## config.mk

```make
export PLATFORM = sky130hd
export DESIGN_NAME = asws_sequencer
export DESIGN_NICKNAME = d
export VERILOG_FILES = /design/src/common/asws_pkg.sv /design/src/design/asws_sequencer.sv
export SDC_FILE = /design/constraint.sdc
export NUM_CORES = 1
export LEC_CHECK = 0
export ABC_AREA = 1
export ABC_CLOCK_PERIOD_IN_PS = 2200
export BUFFER_PORTS_ARGS = -buffer_cell sky130_fd_sc_hd__buf_2
export CELL_PAD_IN_SITES_DETAIL_PLACEMENT = 1
export CELL_PAD_IN_SITES_GLOBAL_PLACEMENT = 1
export CORE_UTILIZATION = 25
export CTS_CLUSTER_SIZE = 24
export DETAILED_ROUTE_END_ITERATION = 10
export PLACE_DENSITY = 0.67
export RECOVER_POWER = 100
export SYNTH_ARGS = -nofsm -noshare
export SYNTH_HDL_FRONTEND = slang
export SYNTH_SLANG_ARGS = --single-unit
```

## constraint.sdc

```tcl
create_clock -name sys_clk -period 2.2 [get_ports sys_clk]
set_input_delay 0.11 -clock sys_clk [delete_from_list [all_inputs] [get_ports sys_clk]]
set_output_delay 0.11 -clock sys_clk [all_outputs]
set_load 0.1 [all_outputs]
```

## src/common/asws_pkg.sv

```systemverilog
`default_nettype none
package asws_pkg;

   localparam int NUM_CS    = 4;
   localparam int CS_W      = 2;
   localparam int ADDR_W    = 20;
   localparam int WADDR_W   = 18;
   localparam int BA_W      = 2;
   localparam int DATA_W    = 16;
   localparam int WORD_W    = 32;
   localparam int CNT_W     = 6;
   localparam int BEAT_W    = 3;

   // beats per 32-bit word on a 16-bit or an 8-bit memory
   localparam logic [BEAT_W-1:0] BEATS_WIDE   = 3'h2;
   localparam logic [BEAT_W-1:0] BEATS_NARROW = 3'h4;
   localparam logic [CNT_W-1:0]  CNT_ONE      = 6'h01;
   localparam logic [CNT_W-1:0]  CNT_ZERO     = 6'h00;
   localparam logic [CS_W-1:0]   CS_RESET     = 2'h0;
   localparam logic [ADDR_W-1:0] ADDR_RESET   = 20'h00000;
   localparam logic [DATA_W-1:0] DATA_RESET   = 16'h0000;
   localparam logic [WORD_W-1:0] WORD_RESET   = 32'h00000000;

   // per chip-select timing, counts in interface clock cycles
   typedef struct packed {
      logic [3:0] w_setup;
      logic [5:0] w_strobe;
      logic [2:0] w_hold;
      logic [3:0] r_setup;
      logic [5:0] r_strobe;
      logic [2:0] r_hold;
      logic [1:0] turnaround_count;
      logic       narrow8;
   } asws_cfg_s;

   typedef struct packed {
      logic               write;
      logic [CS_W-1:0]    cs;
      logic [BA_W-1:0]    bank;
      logic [WADDR_W-1:0] waddr;
      logic [WORD_W-1:0]  wdata;
   } asws_req_s;

   localparam asws_req_s REQ_RESET = '0;

   typedef enum logic [2:0] {
      ST_IDLE   = 3'h0,
      ST_TURN   = 3'h1,
      ST_SETUP  = 3'h3,
      ST_STROBE = 3'h2,
      ST_HOLD   = 3'h6
   } asws_state_e;

endpackage : asws_pkg
`default_nettype wire

```

## src/design/asws_sequencer.sv

```systemverilog
`default_nettype none
module asws_sequencer
   import asws_pkg::*;
(
   // clock and reset
   input  wire  logic                  sys_clk,
   input  wire  logic                  nrst,
   // chip-select configuration
   input  wire  asws_cfg_s             cs_cfg [NUM_CS],
   // requests from the on-chip bus
   input  wire  logic                  req_valid,
   input  wire  asws_req_s             req,
   output logic                        req_ready,
   output logic                        rd_valid,
   output logic [WORD_W-1:0]           rd_data,
   output logic                        busy,
   // external memory pins
   output logic [NUM_CS-1:0]           chip_select_n,
   output logic                        write_strobe_n,
   output logic                        output_enable_n,
   output logic                        rw_direction,
   output logic [ADDR_W-1:0]           mem_addr_bus,
   output logic [BA_W-1:0]             bank_addr_pins,
   input  wire  logic [DATA_W-1:0]     mem_data_bus_in,
   output logic [DATA_W-1:0]           mem_data_bus_out,
   output logic                        mem_data_bus_oe
);

   function automatic logic [CNT_W-1:0] at_least_one(input logic [CNT_W-1:0] v);
      at_least_one = (v == CNT_ZERO) ? CNT_ONE : v;
   endfunction

   function automatic logic [DATA_W-1:0] beat_slice(input logic [WORD_W-1:0] w,
                                                    input logic [BEAT_W-1:0] b,
                                                    input logic              n8);
      logic [WORD_W-1:0] s;
      s = n8 ? (w >> {b, 3'h0}) : (w >> {b, 4'h0});
      beat_slice = n8 ? {8'h00, s[7:0]} : s[DATA_W-1:0];
   endfunction

   asws_state_e             state;
   asws_state_e             next_state;
   asws_req_s               op;
   logic                    op_narrow;
   logic [CNT_W-1:0]        cnt;
   logic [CNT_W-1:0]        next_cnt;
   logic [CNT_W-1:0]        setup_len;
   logic [CNT_W-1:0]        strobe_len;
   logic [CNT_W-1:0]        hold_len;
   logic [BEAT_W-1:0]       beat_left;
   logic [BEAT_W-1:0]       beat_idx;
   logic [DATA_W-1:0]       din_s1;
   logic [DATA_W-1:0]       din_s2;

   // decode of the current phase
   wire                     phase_end   = (cnt == CNT_ONE);
   wire                     last_beat   = (beat_left == 3'h1);
   wire                     hold_end    = (state == ST_HOLD) && phase_end;
   wire                     hold_last   = hold_end && last_beat;
   wire                     accept      = req_valid && req_ready;

   // a new request may enter in idle or as the last beat finishes
   assign req_ready = (state == ST_IDLE) || hold_last;
   assign busy      = (state != ST_IDLE);

   wire asws_cfg_s          req_cfg     = cs_cfg[req.cs];
   wire asws_cfg_s          op_cfg      = cs_cfg[op.cs];
   wire                     b2b_write   = hold_last && op.write && req.write && (req.cs == op.cs);
   wire                     ta_zero     = (req_cfg.turnaround_count == 2'h0);
   wire [CNT_W-1:0]         ta_full     = {4'h0, req_cfg.turnaround_count};
   wire [CNT_W-1:0]         ta_b2b      = ta_zero ? CNT_ONE : CNT_ZERO;
   wire [CNT_W-1:0]         ta_len      = b2b_write ? ta_b2b : ta_full;
   wire asws_state_e        start_state = (ta_len == CNT_ZERO) ? ST_SETUP : ST_TURN;

   // counts loaded only on a fresh entry into setup
   wire asws_cfg_s          ld_cfg      = accept ? req_cfg : op_cfg;
   wire                     ld_write    = accept ? req.write : op.write;
   wire [CNT_W-1:0]         ld_setup    = ld_write ? {2'h0, ld_cfg.w_setup} : {2'h0, ld_cfg.r_setup};
   wire [CNT_W-1:0]         ld_strobe   = ld_write ? ld_cfg.w_strobe : ld_cfg.r_strobe;
   wire [CNT_W-1:0]         ld_hold     = ld_write ? {3'h0, ld_cfg.w_hold} : {3'h0, ld_cfg.r_hold};
   wire                     fresh_setup = (next_state == ST_SETUP) && (accept || state == ST_TURN);

   always_comb
   begin
      next_state = state;
      case (state)
         ST_IDLE:
         begin
            if (accept)
               next_state = start_state;
         end
         ST_TURN:
         begin
            if (phase_end)
               next_state = ST_SETUP;
         end
         ST_SETUP:
         begin
            if (phase_end)
               next_state = ST_STROBE;
         end
         ST_STROBE:
         begin
            if (phase_end)
               next_state = ST_HOLD;
         end
         ST_HOLD:
         begin
            if (hold_end && !last_beat)
               next_state = ST_SETUP;
            else if (hold_last)
               next_state = accept ? start_state : ST_IDLE;
         end
         default:
         begin
            next_state = ST_IDLE;
         end
      endcase
   end

   // phase length on entry, countdown while staying
   wire                     phase_change = (next_state != state) || (hold_end && !last_beat);
   logic [CNT_W-1:0]        enter_len;

   always_comb
   begin
      case (next_state)
         ST_TURN:   enter_len = ta_len;
         ST_SETUP:  enter_len = fresh_setup ? at_least_one(ld_setup) : setup_len;
         ST_STROBE: enter_len = strobe_len;
         ST_HOLD:   enter_len = hold_len;
         default:   enter_len = CNT_ONE;
      endcase
   end

   assign next_cnt = phase_change ? enter_len : cnt - CNT_ONE;

   // values the pins take in the next phase
   wire asws_req_s          next_op     = accept ? req : op;
   wire                     next_narrow = accept ? req_cfg.narrow8 : op_narrow;
   wire [BEAT_W-1:0]        next_beat   = accept ? 3'h0 : (hold_end ? beat_idx + 3'h1 : beat_idx);
   wire                     nxt_active  = (next_state == ST_SETUP) || (next_state == ST_STROBE)
                                          || (next_state == ST_HOLD);
   wire                     nxt_strobe  = (next_state == ST_STROBE);
   wire                     nxt_write   = nxt_active && next_op.write;
   wire [ADDR_W-1:0]        nxt_addr    = next_narrow ? {next_op.waddr, next_beat[1:0]}
                                                      : {1'b0, next_op.waddr, next_beat[0]};
   wire [NUM_CS-1:0]        nxt_cs_n    = ~({{(NUM_CS-1){1'b0}}, nxt_strobe} << next_op.cs);

   always_ff @(posedge sys_clk or negedge nrst)
   begin
      if (!nrst)
      begin
         state      <= ST_IDLE;
         cnt        <= CNT_ONE;
         op         <= REQ_RESET;
         op_narrow  <= 1'b0;
         setup_len  <= CNT_ONE;
         strobe_len <= CNT_ONE;
         hold_len   <= CNT_ONE;
         beat_left  <= BEATS_WIDE;
         beat_idx   <= 3'h0;
      end
      else
      begin
         state    <= next_state;
         cnt      <= next_cnt;
         beat_idx <= next_beat;
         if (accept)
         begin
            op        <= req;
            op_narrow <= req_cfg.narrow8;
            beat_left <= req_cfg.narrow8 ? BEATS_NARROW : BEATS_WIDE;
         end
         else if (hold_end)
            beat_left <= beat_left - 3'h1;
         if (fresh_setup)
         begin
            setup_len  <= at_least_one(ld_setup);
            strobe_len <= at_least_one(ld_strobe);
            hold_len   <= at_least_one(ld_hold);
         end
      end
   end

   // pins are registered from the next phase so they switch on phase entry
   always_ff @(posedge sys_clk or negedge nrst)
   begin
      if (!nrst)
      begin
         chip_select_n    <= {NUM_CS{1'b1}};
         write_strobe_n   <= 1'b1;
         output_enable_n  <= 1'b1;
         rw_direction     <= 1'b1;
         mem_addr_bus     <= ADDR_RESET;
         bank_addr_pins   <= CS_RESET;
         mem_data_bus_out <= DATA_RESET;
         mem_data_bus_oe  <= 1'b0;
      end
      else
      begin
         chip_select_n    <= nxt_cs_n;
         write_strobe_n   <= !(nxt_strobe && next_op.write);
         output_enable_n  <= !(nxt_strobe && !next_op.write);
         rw_direction     <= !nxt_write;
         mem_addr_bus     <= nxt_active ? nxt_addr : ADDR_RESET;
         bank_addr_pins   <= nxt_active ? next_op.bank : CS_RESET;
         mem_data_bus_out <= nxt_write ? beat_slice(next_op.wdata, next_beat, next_narrow)
                                       : DATA_RESET;
         mem_data_bus_oe  <= nxt_write;
      end
   end

   // read data: pin synchronised, so the bus must be stable two cycles before hold
   wire                     rd_sample  = (state == ST_STROBE) && phase_end && !op.write;
   wire [WORD_W-1:0]        rd_lane8   = {24'h000000, din_s2[7:0]} << {beat_idx, 3'h0};
   wire [WORD_W-1:0]        rd_lane16  = {16'h0000, din_s2} << {beat_idx, 4'h0};
   wire [WORD_W-1:0]        rd_lane    = op_narrow ? rd_lane8 : rd_lane16;

   always_ff @(posedge sys_clk or negedge nrst)
   begin
      if (!nrst)
      begin
         din_s1   <= DATA_RESET;
         din_s2   <= DATA_RESET;
         rd_data  <= WORD_RESET;
         rd_valid <= 1'b0;
      end
      else
      begin
         din_s1   <= mem_data_bus_in;
         din_s2   <= din_s1;
         rd_valid <= hold_last && !op.write;
         if (rd_sample)
            rd_data <= (beat_idx == 3'h0) ? rd_lane : (rd_data | rd_lane);
      end
   end

endmodule // asws_sequencer
`default_nettype wire

```

* Word level (Yosys, flattened, before mapping)
Cells that the tools add are included.
** Storage, ports and cells
- Output and inout bits :: 81
- Register bits :: 200
** Cells by class
- Reductions and logical operators :: 34
- Add/subtract/negate cells :: 3
- Equal/unequal tests :: 12
- Magnitude comparators :: 2
- Bitwise logic cells :: 4
- Shift-type cells :: 5
- Mux-type cells :: 43
** Operators with widths (count)
- 29-bit two-way mux :: 5
- 29-bit binary-select mux with 2-bit select :: 2
- 32-bit two-way mux :: 2
- 55-bit two-way mux :: 1
- 16-bit two-way mux :: 3
- 20-bit two-way mux :: 2
- 3-bit two-way mux :: 13
- 32-bit bitwise OR :: 1
- 16-bit by 7-bit << shifter with 32-bit output :: 1
- 8-bit by 6-bit << shifter with 32-bit output :: 1
- 32-bit by 6-bit right shift with 16-bit output :: 1
- 32-bit by 7-bit right shift with 16-bit output :: 1
- 6-bit logical NOT :: 4
- 6-bit two-way mux :: 4
- 6-bit case mux with 4 select lines :: 1
- 3-bit case mux with 5 select lines :: 1
- 1-bit logical AND :: 14
- 3-bit by 2-bit == test with 1-bit output, second input constant :: 4
- 3-bit by 1-bit == test with 1-bit output, second input constant :: 3
- 2-bit two-way mux :: 4
- 4-bit two-way mux :: 2
- 3-bit == test, second input constant :: 2
- 6-bit by 1-bit == test with 1-bit output, second input constant :: 1
- 3-bit greater-or-equal comparator, second input constant :: 2
- other kinds (15) :: 28

* Depth between registers and ports, before layout
- Depth in word-level cells :: 18
- Depth in mapped cells :: 21
- Mapped depth without buffers :: 19

* Least setup slack after synthesis
No wires, ideal clock.
- Kind :: reg-to-reg
- Start point :: register state[2]
- End point :: register mem_data_bus_out[11]
- Path buffers :: 1
- Required time :: 2072 ps
- Arrival time :: 2758 ps
- Cell stages (with the launch flop) :: 12
- Setup time :: 128 ps
- Setup slack :: -686 ps
- Cells stage by stage :: dfrtp_1 inv_1 nand3_2 nand2_2 nand4_1 o21ai_2 nand2_1 nand2_1 inv_2 buf_6 a221oi_1 nor3_1
** On the way
- Elaborated cells between the ends (all ways) :: 39
- Classes of those cells :: eq/ne (7); shift (2); mux (17); reduce/logical (13)
** RTL lines
- start: declaration :: line asws_sequencer.sv:41 : asws_state_e state;
- start signal: assignment :: line asws_sequencer.sv:166 : state <= next_state;
- 3-bit == test :: line asws_sequencer.sv:58 : wire hold_end = (state == ST_HOLD) && phase_end;
- 1-bit logical AND :: line asws_sequencer.sv:58
- 1-bit logical AND :: line asws_sequencer.sv:59 : wire hold_last = hold_end && last_beat;
- 1-bit logical OR * :: line asws_sequencer.sv:63 : assign req_ready = (state == ST_IDLE) || hold_last;
- via req_ready :: line asws_sequencer.sv:13 : output logic req_ready,
- 1-bit logical AND * :: line asws_sequencer.sv:60 : wire accept = req_valid && req_ready;
- 2-bit two-way mux :: line asws_sequencer.sv:112 : next_state = accept ? start_state : ST_IDLE;
- 3-bit two-way mux :: line asws_sequencer.sv:111 : else if (hold_last)
- 3-bit two-way mux :: line asws_sequencer.sv:109 : if (hold_end && !last_beat)
- 3-bit case mux with 5 select lines :: line asws_sequencer.sv:86 : case (state)
- 3-bit by 2-bit == test with 1-bit output :: line asws_sequencer.sv:142 : wire nxt_active = (next_state == ST_SETUP) || (next_state == ST_STROBE)
- 1-bit logical OR :: line asws_sequencer.sv:142
- 1-bit logical OR :: line asws_sequencer.sv:143 : || (next_state == ST_HOLD);
- 1-bit logical AND :: line asws_sequencer.sv:145 : wire nxt_write = nxt_active && next_op.write;
- 16-bit two-way mux * :: line asws_sequencer.sv:208 : mem_data_bus_out <= nxt_write ? beat_slice(next_op.wdata, next_beat, next_narrow)
- end signal: assignment :: line asws_sequencer.sv:208
- end: declaration :: line asws_sequencer.sv:25 : output logic [DATA_W-1:0] mem_data_bus_out,
The timed path passes the listed nets; every way through them passes the cells marked *.
A chain may end at the register's enable or synchronous reset.

* Worst setup path after layout
- Start point :: register cnt[0]
- End point :: register cnt[2]
** On the way
- Cells in the longest elaborated chain, start to end :: 18
- Elaborated cells between the ends (all ways) :: 37
- Classes of those cells :: add/sub (1); eq/ne (6); mux (17); reduce/logical (13)
** Ends and longest elaborated chain
- start: declaration :: line asws_sequencer.sv:45 : logic [CNT_W-1:0] cnt;
- start signal: assignment :: line asws_sequencer.sv:167 : cnt <= next_cnt;
- 6-bit by 1-bit == test with 1-bit output * :: line asws_sequencer.sv:56 : wire phase_end = (cnt == CNT_ONE);
- 1-bit logical AND :: line asws_sequencer.sv:58
- 1-bit logical AND :: line asws_sequencer.sv:59
- 1-bit logical AND (3 in a row) :: line asws_sequencer.sv:68 : wire b2b_write = hold_last && op.write && req.write && (req.cs == op.cs);
- 2-bit two-way mux :: line asws_sequencer.sv:72 : wire [CNT_W-1:0] ta_len = b2b_write ? ta_b2b : ta_full;
- 6-bit logical NOT :: line asws_sequencer.sv:73 : wire asws_state_e start_state = (ta_len == CNT_ZERO) ? ST_SETUP : ST_TURN;
- 2-bit two-way mux :: line asws_sequencer.sv:73
- 2-bit two-way mux :: line asws_sequencer.sv:112
- [2 not listed]
- 3-bit case mux with 5 select lines * :: line asws_sequencer.sv:86
- via next_state[1] :: line asws_sequencer.sv:42 : asws_state_e next_state;
- 3-bit by 2-bit == test with 1-bit output :: line asws_sequencer.sv:81, asws_sequencer.sv:127
- 1-bit logical AND :: line asws_sequencer.sv:81 : wire fresh_setup = (next_state == ST_SETUP) && (accept || state == ST_TURN);
- 6-bit two-way mux
- 6-bit case mux with 4 select lines :: line asws_sequencer.sv:127 : case (next_state)
- 6-bit two-way mux * :: line asws_sequencer.sv:136 : assign next_cnt = phase_change ? enter_len : cnt - CNT_ONE;
- via next_cnt[2] :: line asws_sequencer.sv:46 : logic [CNT_W-1:0] next_cnt;
Marked as above.

==> results.toml <==
[placed_design]
hpwl_um = 30300
gp_congestion = 0.859
dpl_worst_slack_ns = -0.346
port_buffers = 270

[cells_and_area]
final_cell_mix = "nand2_1 (313), buf_2 (212), dfrtp_1 (184)"
drive_gt1_share_pct = 34.7
fill_cells = 5001
final_common_cell = "nand2_1"
nNetsFinal = 1996
syn_to_final_growth_pct = 51.6

[pwr]
p_sw_mw = 1.90
total_power_mw = 7.85
internal-power_mw = 5.95
leakagePower_nw = 7.70
seq_power_share_pct = 46.7
clock_power_share_pct = 44.3
cellPowerDensity_mw_per_mm2 = 494
peakVddDrop_v = 0.000508
switching_share_pct = 24.2
pwr-share-comb_pct = 9.0

[critical_path]
end_kind = "register"
startpoint_type = "register"
critPathMaxFanout = 8
arrival_ns = 2.72
critical_path_required_ns = 2.52
critPathKind = "reg -> reg"

[global_route]
overflow = 0
grt_pass1_vias = 12100
grt_first_pass_wirelength_um = 67100
antenna_found_initial = 10
grtUsageTotal_pct = 20.3
grt_max_degree = 73

[sta]
tns_ns = -6.89
setup_ws_ns = -0.201
finalSetupViolations = 70
final.setup_skew_ns = 0.0118
hold_ws_ns = 0.0512
tightest_slew_ns = 1.89
min_period_ns = 2.40
hold_violations = 0
period_share_pct = 109
max-slew-margin-rel_pct = -26.1
rsz0062_at_grt = "true"
slew_violations = 72
fmax_mhz = 416

[clocking]
htree_levels = 4
clock_sinks = 197
cts_tree = "yes"
clkLatencyLatePin_ns = 0.44
clk_path_buf_depth = 2
numCtsBuffers = 17
cts-root-buf = "clkbuf_16"
path_clk_slew_ns = 0.07

[floorplanning]
core_mm2 = 0.0411
io_pins = 271
start_util_pct = 25.5
num_rows = 74
die_w_um = 207
die_area_mm2 = 0.0428
die_h_um = 207

[synthesis]
syn_nets = 1538
syn_inst = 1342
synth-edff-count = 0
ys.flop_type = "dfrtp_1"
yosysSeqAreaShare_pct = 47.2
synth_cell_types = 51
syn_area_mm2 = 0.0105
yosysWarnings = 0
syn_avg_cell_area_um2 = 7.81
ys_seq_elements = 197
ys_async_sr_fraction_pct = 100

[job]
cap_violations = 1

[status]
violations = "design-rule violations, max-capacitance violations, max-slew violations, negative setup slack"
status = "complete, but fails checks"

[routing]
ant_nets = 0
drt_wl_total_um = 43700
drtPass1Iterations = 10
route.detailed.drc = 3
viasPerCell = 4.80
wl_per_cell_um = 18.6
num_vias = 11300
initialDrtViolationCount = 560

[min_path]
hold_class = "in -> reg"
## per-stage QoR
| step | utilization [%] | instances | area (um^2) |
|---|---|---|---|
| after floorplan | - | 1342 | 10600 |
| after global placement | 32.8 | 2206 | 13500 |
| after detailed placement | 32.8 | 2206 | 13500 |
| after CTS | 37.6 | 2330 | 15400 |
| after global routing | 38.7 | 2354 | 15900 |
| final | 38.7 | 2354 | 15900 |
## final cells by class
type	count	area [um^2]	area share, %
Clock buffer	18	439	2.76
Sequential cell	197	4950	31.1
Tap cell	532	666	4.19
Timing Repair Buffer	515	3730	23.5
Antenna cell	9	22.5	0.142
Clock inverter	14	210	1.32
Timing Repair inverter	1	6.26	0.0394
Inverter	122	495	3.12
Multi-Input combinational cell	946	5380	33.8
## power by group through the flow
stage	logic, mW	clock network (mW)	registers, mW
4_1_cts	0.714	3.59	3.66
5_1_grt	0.787	3.72	3.67
3_5_place_dp	0.622	0	3.73
3_3_place_gp	0.607	0	3.73
2_1_floorplan	0.203	0	3.73
6_report	0.710	3.47	3.66
## final timing paths
path	startpoint	end	slack (ns)	depth (start not counted)
hold reg to reg	din_s1[1]	din_s2[1]	0.35	0
setup / recovery	cnt[0]	cnt[2]	-0.20	18
max in group asynchronous	nrst	chip_select_n[0]	0.22	3
min in group asynchronous	nrst	op[36]	0.73	2
setup reg to reg	cnt[0]	cnt[2]	-0.20	18
hold / removal	req[15]	op[15]	0.05	4
## flip-flops by register name, indices dropped and copies added (netlist names), 2 cells and up
register,count
op,55
rd_data,32
mem_addr_bus,20
din_s1,16
din_s2,16
mem_data_bus_out,16
cnt,6
setup_len,6
strobe_len,6
chip_select_n,4
beat_idx,3
beat_left,3
hold_len,3
state,3
bank_addr_pins,2
## critical path, cell delays in order (launching register included)
cell and delay, ns:
dfstp_2 0.55, ha_4 0.16, nand2_4 0.06, nor2_4 0.11
nand3_4 0.11, nand2_8 0.10, nand2_8 0.11, inv_12 0.12
nand2_4 0.06, nand3_4 0.09, nand4_4 0.17, buf_6 0.17
buf_6 0.11, nand4_1 0.07, nand2_1 0.08, inv_1 0.06
nand2_1 0.05, nand2_1 0.06, nand2_1 0.05
## synth_stat cells, types with 5 or more instances
library cell / n / area, um^2
o21ai_1: 11 / 55.1
a21oi_1: 102 / 510
nand3_1: 60 / 300
a221oi_1: 8 / 70.1
inv_1: 108 / 405
o21ai_0: 188 / 941
nand3_2: 8 / 80.1
or2_2: 8 / 50.1
nor3_1: 11 / 55.1
o311ai_0: 7 / 61.3
ha_1: 6 / 75.1
nor2_1: 92 / 345
dfrtp_1: 185 / 4630
nand2_2: 6 / 37.5
nand2_1: 348 / 1310
buf_2: 25 / 125
nand4_1: 14 / 87.6
clkbuf_1: 40 / 150
a221oi_2: 8 / 120
buf_4: 5 / 37.5
a211oi_1: 5 / 37.5
dfstp_2: 12 / 315
o211ai_1: 15 / 113
and2_1: 7 / 43.8
inv_2: 12 / 45.0
## kinds of logic after synthesis
logic type | synth area share [%]
xor gates and xnor gates | 0.418
and+or+nand+nor | 23.9
buffers and inverters | 8.00
AOI/OAI and AO/OA | 19.5
muxes | 0.286
DFF | 47.2
adders and majority gates | 0.716
## timing repair
action	in CTS	in global routing
buffers inserted	26	15
hold endpoints to repair	128	0
gates resized for setup	102	127
cloned	6	4
hold buffers	60	0
pin swaps	28	19
setup endpoints to repair	73	100
## metal layers
metal | vias to the layer above | share of wire [%] | global-route usage [%]
met4 | 2 | 2.7 | 7.77
li1 | 5375 | - | -
met2 | 228 | 50 | 34.7
met1 | 5613 | 44 | 26.0
met5 | - | 0.018 | 0
met3 | 72 | 3.0 | 2.87
(Power assumes the default switching activity.)
